--- config.mk ---
export PLATFORM = sky130hd
export DESIGN_NAME = ftm_ctrl
export DESIGN_NICKNAME = d
export VERILOG_FILES = /design/src/pkg/ftm_pkg.sv /design/src/logic/ftm_ctrl.sv /design/src/logic/ftm_radio_field.sv
export SDC_FILE = /design/constraint.sdc
export NUM_CORES = 1
export LEC_CHECK = 0
export ABC_CLOCK_PERIOD_IN_PS = 3100
export BUFFER_PORTS_ARGS = -buffer_cell sky130_fd_sc_hd__buf_2
export CAP_MARGIN = 10
export CORE_MARGIN = 10
export CORE_UTILIZATION = 55
export CTS_BUF_LIST = sky130_fd_sc_hd__clkbuf_8
export DETAILED_ROUTE_END_ITERATION = 8
export MAX_ROUTING_LAYER = met4
export PLACE_DENSITY_LB_ADDON = 0.08
export REMOVE_ABC_BUFFERS = 1
export SYNTH_ARGS = -nofsm -noshare
export SYNTH_HDL_FRONTEND = slang
export SYNTH_SLANG_ARGS = --single-unit
--- constraint.sdc ---
create_clock -name clk_in -period 3.1 [get_ports clk_in]
set_clock_uncertainty 0.05 [all_clocks]
set_input_delay 0.155 -clock clk_in [delete_from_list [all_inputs] [get_ports clk_in]]
set_output_delay 0.155 -clock clk_in [all_outputs]
set_load 0.005 [all_outputs]
--- src/pkg/ftm_pkg.sv ---
// package for the firmware transaction and mode control register bank
// assumes a plain address/strobe register port with 8-bit word indexes
package ftm_pkg;
  // -------------------------------------------------------------
  // register indexes and bus widths
  // -------------------------------------------------------------
  localparam int ADDR_W = 8;
  localparam logic [7:0] CMD_MODE_IDX = 8'hde;
  localparam logic [7:0] TRANS_KEY_IDX = 8'hdf;
  localparam logic [7:0] MISC_STATUS_IDX = 8'he0; // unlock flag lives here
  // -------------------------------------------------------------
  // command bit positions
  // -------------------------------------------------------------
  localparam int DATA_RECALL_BIT = 20;
  localparam int CODE_RECALL_BIT = 19;
  localparam int ERASE_BIT = 18;
  localparam int STORE_LOCK_BIT = 17;
  localparam int STORE_BIT = 16;
  localparam int NUM_CMDS = 5;
  // -------------------------------------------------------------
  // option fields: lsb positions and reset values
  // -------------------------------------------------------------
  localparam int NUM_FIELDS = 6;
  localparam int DATA1_LSB = 12;
  localparam int BANDGAP_LSB = 10;
  localparam int FAST_OSC_LSB = 8;
  localparam int DEBUG_LSB = 6;
  localparam int CRC_LSB = 4;
  localparam int FAST_CLK_LSB = 2;
  localparam int CFG_OK_LSB = 0;
  localparam logic [1:0] CODE_A = 2'h1; // first active code
  localparam logic [1:0] CODE_B = 2'h2; // second active code
  localparam logic [1:0] DATA1_RST = 2'h1;
  localparam logic [1:0] BANDGAP_RST = 2'h1;
  localparam logic [1:0] FAST_OSC_RST = 2'h1;
  localparam logic [1:0] DEBUG_RST = 2'h1;
  localparam logic [1:0] CRC_RST = 2'h1;
  localparam logic [1:0] FAST_CLK_RST = 2'h2;
  localparam logic [1:0] CFG_OK_RST = 2'h1;
  // -------------------------------------------------------------
  // transaction key codes
  // -------------------------------------------------------------
  localparam logic [31:0] UNLOCK_CODE = 32'h50f5_b8ca;
  localparam logic [31:0] KEY_RST = 32'haf0a_7435;
  localparam int UNLOCK_FLAG_BIT = 0;
endpackage : ftm_pkg

--- src/logic/ftm_ctrl.sv ---
// remote command/mode register and firmware transaction key register
// assumes a master that keeps strobes one cycle and never both at once
`timescale 1ns/10ps
// Function
// - bit 20 starts data recall if unlocked
// - bit 19 starts code recall if unlocked
// - bit 18 starts user image erase if unlocked
// - bit 17 starts store and lock
// - bit 16 starts store without lock
// - transactions only while key holds unlock code
// - key write-only, resets locked, flag in status
// - data1 read protect field, 01 reset
// - bandgap field, 01 reset
// - fast oscillator field, 01 reset
// - debug enable field, 01 reset
// - uart crc mode field, 01 reset
// - fast clock select field, 10 reset
// - configuration ok field, 01 reset
// - command bits clear themselves, read zero
module ftm_ctrl (
  input wire logic clk_in,
  input wire logic rst_n_in,
  input wire logic [7:0] addr_in,
  input wire logic [31:0] wdata_in,
  input wire logic wr_in,
  input wire logic rd_in,
  output logic [31:0] rdata_out,
  output logic data_recall_cmd_out,
  output logic code_recall_cmd_out,
  output logic user_image_erase_cmd_out,
  output logic image_store_and_lock_cmd_out,
  output logic image_store_cmd_out,
  output logic [1:0] data1_read_protect_mode_out,
  output logic [1:0] bandgap_mode_out,
  output logic [1:0] fast_oscillator_mode_out,
  output logic [1:0] debug_enable_field_out,
  output logic [1:0] uart_crc_mode_out,
  output logic [1:0] fast_clock_select_out,
  output logic [1:0] config_ok_out,
  output logic transaction_unlock_flag_out
);
  // -------------------------------------------------------------
  // decode
  // -------------------------------------------------------------
  logic wr_cmd;
  logic wr_key;
  logic [31:0] key_r;
  logic unlocked;
  logic [ftm_pkg::NUM_CMDS-1:0] cmd_r;
  logic [ftm_pkg::NUM_CMDS-1:0] cmd_nxt;
  logic [1:0] field_st [ftm_pkg::NUM_FIELDS];
  logic [31:0] rdata_nxt;

  assign wr_cmd = wr_in && (addr_in == ftm_pkg::CMD_MODE_IDX);
  assign wr_key = wr_in && (addr_in == ftm_pkg::TRANS_KEY_IDX);
  assign unlocked = (key_r == ftm_pkg::UNLOCK_CODE);

  // -------------------------------------------------------------
  // transaction key
  // -------------------------------------------------------------
  // any value may be written; only the exact code unlocks
  always_ff @(posedge clk_in or negedge rst_n_in) begin
    if (!rst_n_in) begin
      key_r <= ftm_pkg::KEY_RST;
    end else if (wr_key) begin
      key_r <= wdata_in;
    end
  end
  assign transaction_unlock_flag_out = unlocked;

  // -------------------------------------------------------------
  // command pulses
  // -------------------------------------------------------------
  // commands gated by the key; a bit clears one cycle after its write unless written again
  always_comb begin
    cmd_nxt = '0;
    if (wr_cmd && unlocked) begin
      cmd_nxt = wdata_in[ftm_pkg::DATA_RECALL_BIT:ftm_pkg::STORE_BIT];
    end
  end
  always_ff @(posedge clk_in or negedge rst_n_in) begin
    if (!rst_n_in) begin
      cmd_r <= '0;
    end else begin
      cmd_r <= cmd_nxt;
    end
  end
  assign data_recall_cmd_out = cmd_r[4];
  assign code_recall_cmd_out = cmd_r[3];
  assign user_image_erase_cmd_out = cmd_r[2];
  assign image_store_and_lock_cmd_out = cmd_r[1];
  assign image_store_cmd_out = cmd_r[0];

  // -------------------------------------------------------------
  // radio button fields
  // -------------------------------------------------------------
  localparam int LSB_TAB [ftm_pkg::NUM_FIELDS] = '{
    ftm_pkg::CFG_OK_LSB, ftm_pkg::FAST_CLK_LSB, ftm_pkg::CRC_LSB,
    ftm_pkg::DEBUG_LSB, ftm_pkg::FAST_OSC_LSB, ftm_pkg::BANDGAP_LSB};
  localparam logic [1:0] RST_TAB [ftm_pkg::NUM_FIELDS] = '{
    ftm_pkg::CFG_OK_RST, ftm_pkg::FAST_CLK_RST, ftm_pkg::CRC_RST,
    ftm_pkg::DEBUG_RST, ftm_pkg::FAST_OSC_RST, ftm_pkg::BANDGAP_RST};

  // the data1 field sits above the others
  logic [1:0] data1_st;
  ftm_radio_field #(.RST_VAL(ftm_pkg::DATA1_RST)) u_data1 (
    .clk_in(clk_in),
    .rst_n_in(rst_n_in),
    .wr_in(wr_cmd),
    .code_in(wdata_in[ftm_pkg::DATA1_LSB +: 2]),
    .state_out(data1_st)
  );

  for (genvar g = 0; g < ftm_pkg::NUM_FIELDS; g++) begin : g_field
    if (g < ftm_pkg::NUM_FIELDS - 1) begin : g_inst
      ftm_radio_field #(.RST_VAL(RST_TAB[g])) u_fld (
        .clk_in(clk_in),
        .rst_n_in(rst_n_in),
        .wr_in(wr_cmd),
        .code_in(wdata_in[LSB_TAB[g] +: 2]),
        .state_out(field_st[g])
      );
    end else begin : g_bg
      ftm_radio_field #(.RST_VAL(RST_TAB[g])) u_fld (
        .clk_in(clk_in),
        .rst_n_in(rst_n_in),
        .wr_in(wr_cmd),
        .code_in(wdata_in[LSB_TAB[g] +: 2]),
        .state_out(field_st[g])
      );
    end
  end

  assign data1_read_protect_mode_out = data1_st;
  assign bandgap_mode_out = field_st[5];
  assign fast_oscillator_mode_out = field_st[4];
  assign debug_enable_field_out = field_st[3];
  assign uart_crc_mode_out = field_st[2];
  assign fast_clock_select_out = field_st[1];
  assign config_ok_out = field_st[0];

  // -------------------------------------------------------------
  // read path
  // -------------------------------------------------------------
  // key reads zero so the code cannot be sniffed back
  always_comb begin
    rdata_nxt = '0;
    unique case (addr_in)
      ftm_pkg::CMD_MODE_IDX: begin
        rdata_nxt[ftm_pkg::DATA1_LSB +: 2] = data1_st;
        for (int i = 0; i < ftm_pkg::NUM_FIELDS; i++) begin
          rdata_nxt[LSB_TAB[i] +: 2] = field_st[i];
        end
      end
      ftm_pkg::MISC_STATUS_IDX: begin
        rdata_nxt[ftm_pkg::UNLOCK_FLAG_BIT] = unlocked;
      end
      default: begin
        rdata_nxt = '0;
      end
    endcase
  end
  always_ff @(posedge clk_in or negedge rst_n_in) begin
    if (!rst_n_in) begin
      rdata_out <= '0;
    end else if (rd_in) begin
      rdata_out <= rdata_nxt;
    end else begin
      rdata_out <= '0;
    end
  end

  // -------------------------------------------------------------
  // checks
  // -------------------------------------------------------------
  property p_cmd_gate;
    @(posedge clk_in) disable iff (!rst_n_in)
    wr_cmd && wdata_in[ftm_pkg::ERASE_BIT] && unlocked
      |=> user_image_erase_cmd_out;
  endproperty
  a_cmd_gate: assert property (p_cmd_gate)
    else $error("erase command not pulsed");
  property p_locked;
    @(posedge clk_in) disable iff (!rst_n_in)
    !unlocked |=> cmd_r == '0;
  endproperty
  a_locked: assert property (p_locked)
    else $error("command ran while locked");
  property p_recall;
    @(posedge clk_in) disable iff (!rst_n_in)
    wr_cmd && unlocked && wdata_in[ftm_pkg::DATA_RECALL_BIT]
      |=> data_recall_cmd_out;
  endproperty
  a_recall: assert property (p_recall)
    else $error("data recall missed");
  property p_store;
    @(posedge clk_in) disable iff (!rst_n_in)
    wr_cmd && unlocked && wdata_in[ftm_pkg::STORE_BIT] |=> image_store_cmd_out;
  endproperty
  a_store: assert property (p_store)
    else $error("store missed");
  property p_key;
    @(posedge clk_in) disable iff (!rst_n_in)
    wr_key |=> transaction_unlock_flag_out ==
               (ftm_pkg::UNLOCK_CODE == $past(wdata_in));
  endproperty
  a_key: assert property (p_key)
    else $error("unlock flag wrong after key write");
  property p_hold;
    @(posedge clk_in) disable iff (!rst_n_in)
    wr_cmd && (wdata_in[3:2] == 2'h0 || wdata_in[3:2] == 2'h3)
      |=> $stable(fast_clock_select_out);
  endproperty
  a_hold: assert property (p_hold)
    else $error("clock select changed on no-change code");
  property p_set;
    @(posedge clk_in) disable iff (!rst_n_in)
    wr_cmd && wdata_in[13:12] == ftm_pkg::CODE_B
      |=> data1_read_protect_mode_out == ftm_pkg::CODE_B;
  endproperty
  a_set: assert property (p_set)
    else $error("data1 field not set");
  property p_rd;
    @(posedge clk_in) disable iff (!rst_n_in)
    rd_in && addr_in == ftm_pkg::TRANS_KEY_IDX |=> rdata_out == '0;
  endproperty
  a_rd: assert property (p_rd)
    else $error("key register readable");
  // back to back commands are legal, so clearing is checked on its own
  property p_self_clear;
    @(posedge clk_in) disable iff (!rst_n_in)
    !(wr_cmd && unlocked) |=> cmd_r == '0;
  endproperty
  a_self_clear: assert property (p_self_clear)
    else $error("command bit did not clear");
  property p_code_recall;
    @(posedge clk_in) disable iff (!rst_n_in)
    wr_cmd && unlocked && wdata_in[ftm_pkg::CODE_RECALL_BIT]
      |=> code_recall_cmd_out;
  endproperty
  a_code_recall: assert property (p_code_recall)
    else $error("code recall missed");
  property p_store_lock;
    @(posedge clk_in) disable iff (!rst_n_in)
    wr_cmd && unlocked && wdata_in[ftm_pkg::STORE_LOCK_BIT]
      |=> image_store_and_lock_cmd_out;
  endproperty
  a_store_lock: assert property (p_store_lock)
    else $error("store and lock missed");
  // fields take an active code on the edge after the write; the debug field is checked holding on code 11
  property p_bandgap;
    @(posedge clk_in) disable iff (!rst_n_in)
    wr_cmd && wdata_in[ftm_pkg::BANDGAP_LSB +: 2] == ftm_pkg::CODE_B
      |=> bandgap_mode_out == ftm_pkg::CODE_B;
  endproperty
  a_bandgap: assert property (p_bandgap)
    else $error("bandgap field not set");
  property p_fast_osc;
    @(posedge clk_in) disable iff (!rst_n_in)
    wr_cmd && wdata_in[ftm_pkg::FAST_OSC_LSB +: 2] == ftm_pkg::CODE_A
      |=> fast_oscillator_mode_out == ftm_pkg::CODE_A;
  endproperty
  a_fast_osc: assert property (p_fast_osc)
    else $error("fast oscillator field not set");
  property p_debug;
    @(posedge clk_in) disable iff (!rst_n_in)
    wr_cmd && wdata_in[ftm_pkg::DEBUG_LSB +: 2] == 2'h3
      |=> $stable(debug_enable_field_out);
  endproperty
  a_debug: assert property (p_debug)
    else $error("debug field changed on no-change code");
  property p_crc;
    @(posedge clk_in) disable iff (!rst_n_in)
    wr_cmd && wdata_in[ftm_pkg::CRC_LSB +: 2] == ftm_pkg::CODE_A
      |=> uart_crc_mode_out == ftm_pkg::CODE_A;
  endproperty
  a_crc: assert property (p_crc)
    else $error("crc mode field not set");
  property p_clk_sel;
    @(posedge clk_in) disable iff (!rst_n_in)
    wr_cmd && wdata_in[ftm_pkg::FAST_CLK_LSB +: 2] == ftm_pkg::CODE_A
      |=> fast_clock_select_out == ftm_pkg::CODE_A;
  endproperty
  a_clk_sel: assert property (p_clk_sel)
    else $error("clock select field not set");
  property p_cfg_ok;
    @(posedge clk_in) disable iff (!rst_n_in)
    wr_cmd && wdata_in[ftm_pkg::CFG_OK_LSB +: 2] == ftm_pkg::CODE_B
      |=> config_ok_out == ftm_pkg::CODE_B;
  endproperty
  a_cfg_ok: assert property (p_cfg_ok)
    else $error("configuration field not set");
  // a read of the mode register never shows a pending command
  property p_mode_rd;
    @(posedge clk_in) disable iff (!rst_n_in)
    rd_in && addr_in == ftm_pkg::CMD_MODE_IDX
      |=> rdata_out[ftm_pkg::DATA_RECALL_BIT:ftm_pkg::STORE_BIT] == '0 &&
          rdata_out[ftm_pkg::DATA1_LSB +: 2] ==
          $past(data1_read_protect_mode_out);
  endproperty
  a_mode_rd: assert property (p_mode_rd)
    else $error("mode read shows command or wrong field");
  c_unlock: cover property (@(posedge clk_in) wr_key && unlocked);
  c_erase: cover property (@(posedge clk_in) user_image_erase_cmd_out);
  c_cfg: cover property (@(posedge clk_in) config_ok_out == ftm_pkg::CODE_B);
  c_locked: cover property (@(posedge clk_in) wr_cmd && !unlocked);
endmodule : ftm_ctrl

--- src/logic/ftm_radio_field.sv ---
// one two-bit radio button field: only codes 01 and 10 change it
// assumes write strobe and data synchronous to clk_in
`timescale 1ns/10ps
module ftm_radio_field #(
  parameter logic [1:0] RST_VAL = 2'h1
) (
  input wire logic clk_in,
  input wire logic rst_n_in,
  input wire logic wr_in,
  input wire logic [1:0] code_in,
  output logic [1:0] state_out
);
  // -------------------------------------------------------------
  // state update
  // -------------------------------------------------------------
  // no-change codes let software skip a read before writing
  always_ff @(posedge clk_in or negedge rst_n_in) begin
    if (!rst_n_in) begin
      state_out <= RST_VAL;
    end else if (wr_in && (code_in == ftm_pkg::CODE_A ||
                           code_in == ftm_pkg::CODE_B)) begin
      state_out <= code_in;
    end
  end
endmodule : ftm_radio_field

==> load_flow_metrics.sql <==
INSERT INTO impl_metrics (metric_group, metric, value, unit) VALUES
('setup_path', 'critical_path.endpoint_type', 'output port', ''),
('timing', 'fmaxAchievable', '0.5194', 'GHz'),
('placed_design', 'dp_hpwl', '4.397', 'mm'),
('detailed_routing', 'firstDrtPassIters', '4', ''),
('timing', 'final-setup-viol-count', '0', ''),
('floorplan', 'die_y', '90.73', 'um'),
('setup_path', 'cp.arrival', '1720', 'ps'),
('setup_path', 'path_class', 'register to output port', ''),
('clock_network', 'cts-htree-levels', '3', ''),
('synth', 'postSynthRegisterBits', '65', ''),
('cells_and_area', 'diodes', '0', ''),
('floorplan', 'row_count', '25', ''),
('floorplan', 'ioPinCount', '96', ''),
('clock_network', 'postCtsResizedCells', '0', ''),
('grt', 'number_of_global_route_vias_before_repair', '2125', ''),
('synth', 'synth_cells', '207', ''),
('setup_path', 'worst-endpoint-required', '2890', 'ps'),
('timing', 'final.setup.worst_slack', '1175', 'ps'),
('placed_design', 'io_buffers', '77', ''),
('detailed_routing', 'viasPerCell', '4.951', ''),
('cells_and_area', 'fin_area', '0.003580', 'mm2'),
('cells_and_area', 'syn2layout_area_growth', '30.10', '%'),
('setup_path', 'worst_setup_start_kind', 'register', ''),
('synth', 'avgSynthCellArea', '13.29', 'um2'),
('clock_network', 'ctsHoldBuffers', '26', ''),
('detailed_routing', 'detail_route.wirelength', '6.221', 'mm'),
('clock_network', 'cts.clk_slew.worst_paths', '60', 'ps'),
('outcome', 'status', 'completed', ''),
('timing', 'grt_setup_unrepaired', 'false', ''),
('floorplan', 'overall_die_area', '0.008232', 'mm2'),
('clock_network', 'cts_tree', 'done', ''),
('synth', 'synth_cell_type_count', '27', ''),
('timing', 'max-slew-margin-rel', '52.48', '%'),
('detailed_routing', 'detailed_route_via_count', '1926', ''),
('power', 'power.density', '462.9', 'mW/mm2'),
('floorplan', 'core_region_area', '0.004786', 'mm2'),
('cells_and_area', 'drive_above_1_share', '41.93', '%'),
('power', 'max-vdd-ir-drop', '0.2676', 'mV'),
('power', 'total_leakage_power', '1.867', 'nW'),
('clock_network', 'clock-root-buffer', 'clkbuf_8', ''),
('detailed_routing', 'avg_wl_per_cell', '15.99', 'um'),
('placed_design', 'postPlaceCellArea', '0.003138', 'mm2'),
('placed_design', 'placement.setup.worst_slack', '1340', 'ps'),
('cells_and_area', 'nFillCells', '358', ''),
('grt', 'grt_first_pass_wirelength', '10.36', 'mm'),
('grt', 'overall_global_routing_resource_usage', '15.94', '%'),
('clock_network', 'post-cts-setup-buffers', '0', ''),
('floorplan', 'dieWidth', '90.73', 'um'),
('detailed_routing', 'detailedRoute.firstIterationViolations', '103', ''),
('timing', 'totalNegativeSetupSlack', '0', 'ps'),
('clock_network', 'insertion_delay', '330', 'ps'),
('detailed_routing', 'antenna_violating_nets_left', '0', ''),
('grt', 'total_congestion_overflow_after_global_routing', '0', ''),
('cells_and_area', 'final_common_cell', 'buf_2', ''),
('job', 'max_cap_viol_count', '0', ''),
('cells_and_area', 'layout_common_cells', 'buf_2 (77), dfrtp_1 (42), dlygate4sd3_1 (26)', ''),
('clock_network', 'cts_made_buffers', '9', ''),
('synth', 'synthesis.yosys.warnings', '0', ''),
('grt', 'largest_net_degree_at_the_start_of_global_routing', '35', ''),
('clock_network', 'cts.path.max_buffers', '2', ''),
('timing', 'min_period', '1925', 'ps'),
('synth', 'synth.yosys.seq_area_share', '60.16', '%'),
('clock_network', 'clock-sinks', '65', ''),
('timing', 'timing.final.hold_violations', '0', ''),
('timing', 'finalMaxSlewViolations', '0', ''),
('detailed_routing', 'drc', '0', ''),
('cells_and_area', 'final_nets', '361', ''),
('floorplan', 'start_util', '57.49', '%'),
('timing', 'final_min_period_over_clock_period', '62.10', '%'),
('placed_design', 'gp_routability_congestion', '0.7666', ''),
('timing', 'worst_slew_pin_slew', '712.8', 'ps'),
('min_path', 'holdCritPathClass', 'input pin to register', ''),
('synth', 'syn-cell-area', '0.002751', 'mm2'),
('power', 'design_power_total', '1.657', 'mW'),
('setup_path', 'critical_path.max_fanout', '2', ''),
('grt', 'initial_antenna_violation_count', '0', '');
## worst paths after layout
path                                        from  slack [ps]  depth (start not counted)                          end
min in group asynchronous               rst_n_in         370                          2       rdata_out[8]$_DFF_PN0_
max in group asynchronous               rst_n_in        1710                          3        key_r[26]$_DFFE_PN1P_
max                        key_r[26]$_DFFE_PN1P_        1170                          4  transaction_unlock_flag_out
min                                 wdata_in[11]          60                          2        key_r[11]$_DFFE_PN0P_
max reg2reg                key_r[26]$_DFFE_PN1P_        1480                          4           cmd_r[3]$_DFF_PN0_
min reg2reg                key_r[23]$_DFFE_PN0P_         430                          1        key_r[23]$_DFFE_PN0P_
## layer usage
layer | GRT usage, % | wire, um
met1 | 19.47 | 2850
met2 | 23.62 | 2821
met3 | 5.653 | 487
met4 | 6.101 | 61
met5 | - | 0
## layout make-up
cell class / instances / area (um2) / share of cell area (%)
clock buffer: 9 / 123.9 / 3.460
timing repair buffer: 107 / 675.6 / 18.87
tap: 67 / 83.83 / 2.342
inverter: 1 / 3.754 / 0.1049
clock inverter: 7 / 57.56 / 1.608
sequential: 65 / 1655 / 46.24
multi-input combinational: 133 / 979.7 / 27.37
## worst max-delay path, cell delays in order (launching register included)
cell     delay [ps]
dfstp_2         360
nor4b_1         430
nand4_1         210
nor2_1          240
buf_2           160
## kinds of logic after synthesis
family / synth area share (%)
muxes: 13.10
AOI/OAI and AO/OA: 8.322
other: 0.1363
DFF: 60.16
buffers and inverters: 6.775
and+or+nand+nor: 11.51
## sequential cells by signal, summed over array words and instances, names as in the netlist
signal                          count
cmd_r                               5
g_field.g_bg.u_fld.state_out        2
g_field.g_inst.u_fld.state_out     10
key_r                              32
rdata_out                          14
u_data1.state_out                   2
## cell usage after synthesis (all sizes together)
library cell,number,area (um2)
a21boi,7,52.55
a21oi,14,70.07
a32o,1,10.01
and2,18,112.6
and4,1,8.760
and4b,1,10.01
buf,24,178.9
clkbuf,1,3.750
conb,1,3.750
dfrtp,42,1051
dfstp,23,604.3
inv,1,3.750
mux2,32,360.3
nand4,5,31.28
nand4b,1,15.01
nor2,9,33.78
nor3,4,35.03
nor4b,3,26.28
nor4bb,3,30.03
o21ai,7,35.03
o22a,7,61.31
or3,1,6.260
or4,1,7.510
## where the power goes
part / internal (mW) / total [mW] / switching [mW]
clock: 0.358 / 0.658 / 0.300
sequential: 0.877 / 0.886 / 0.00958
combinational: 0.0583 / 0.112 / 0.0538
## through the flow
step                      cells  hold slack (ps)  util [%]
after floorplan             199           -190.6         -
after global placement      347            182.4     65.57
after detailed placement    347            195.1     65.57
after CTS                   389            51.93     74.80
after global routing        389            57.03     74.80
final                       389            62.64     74.80
Note: power is estimated with default switching activity, not from simulation.
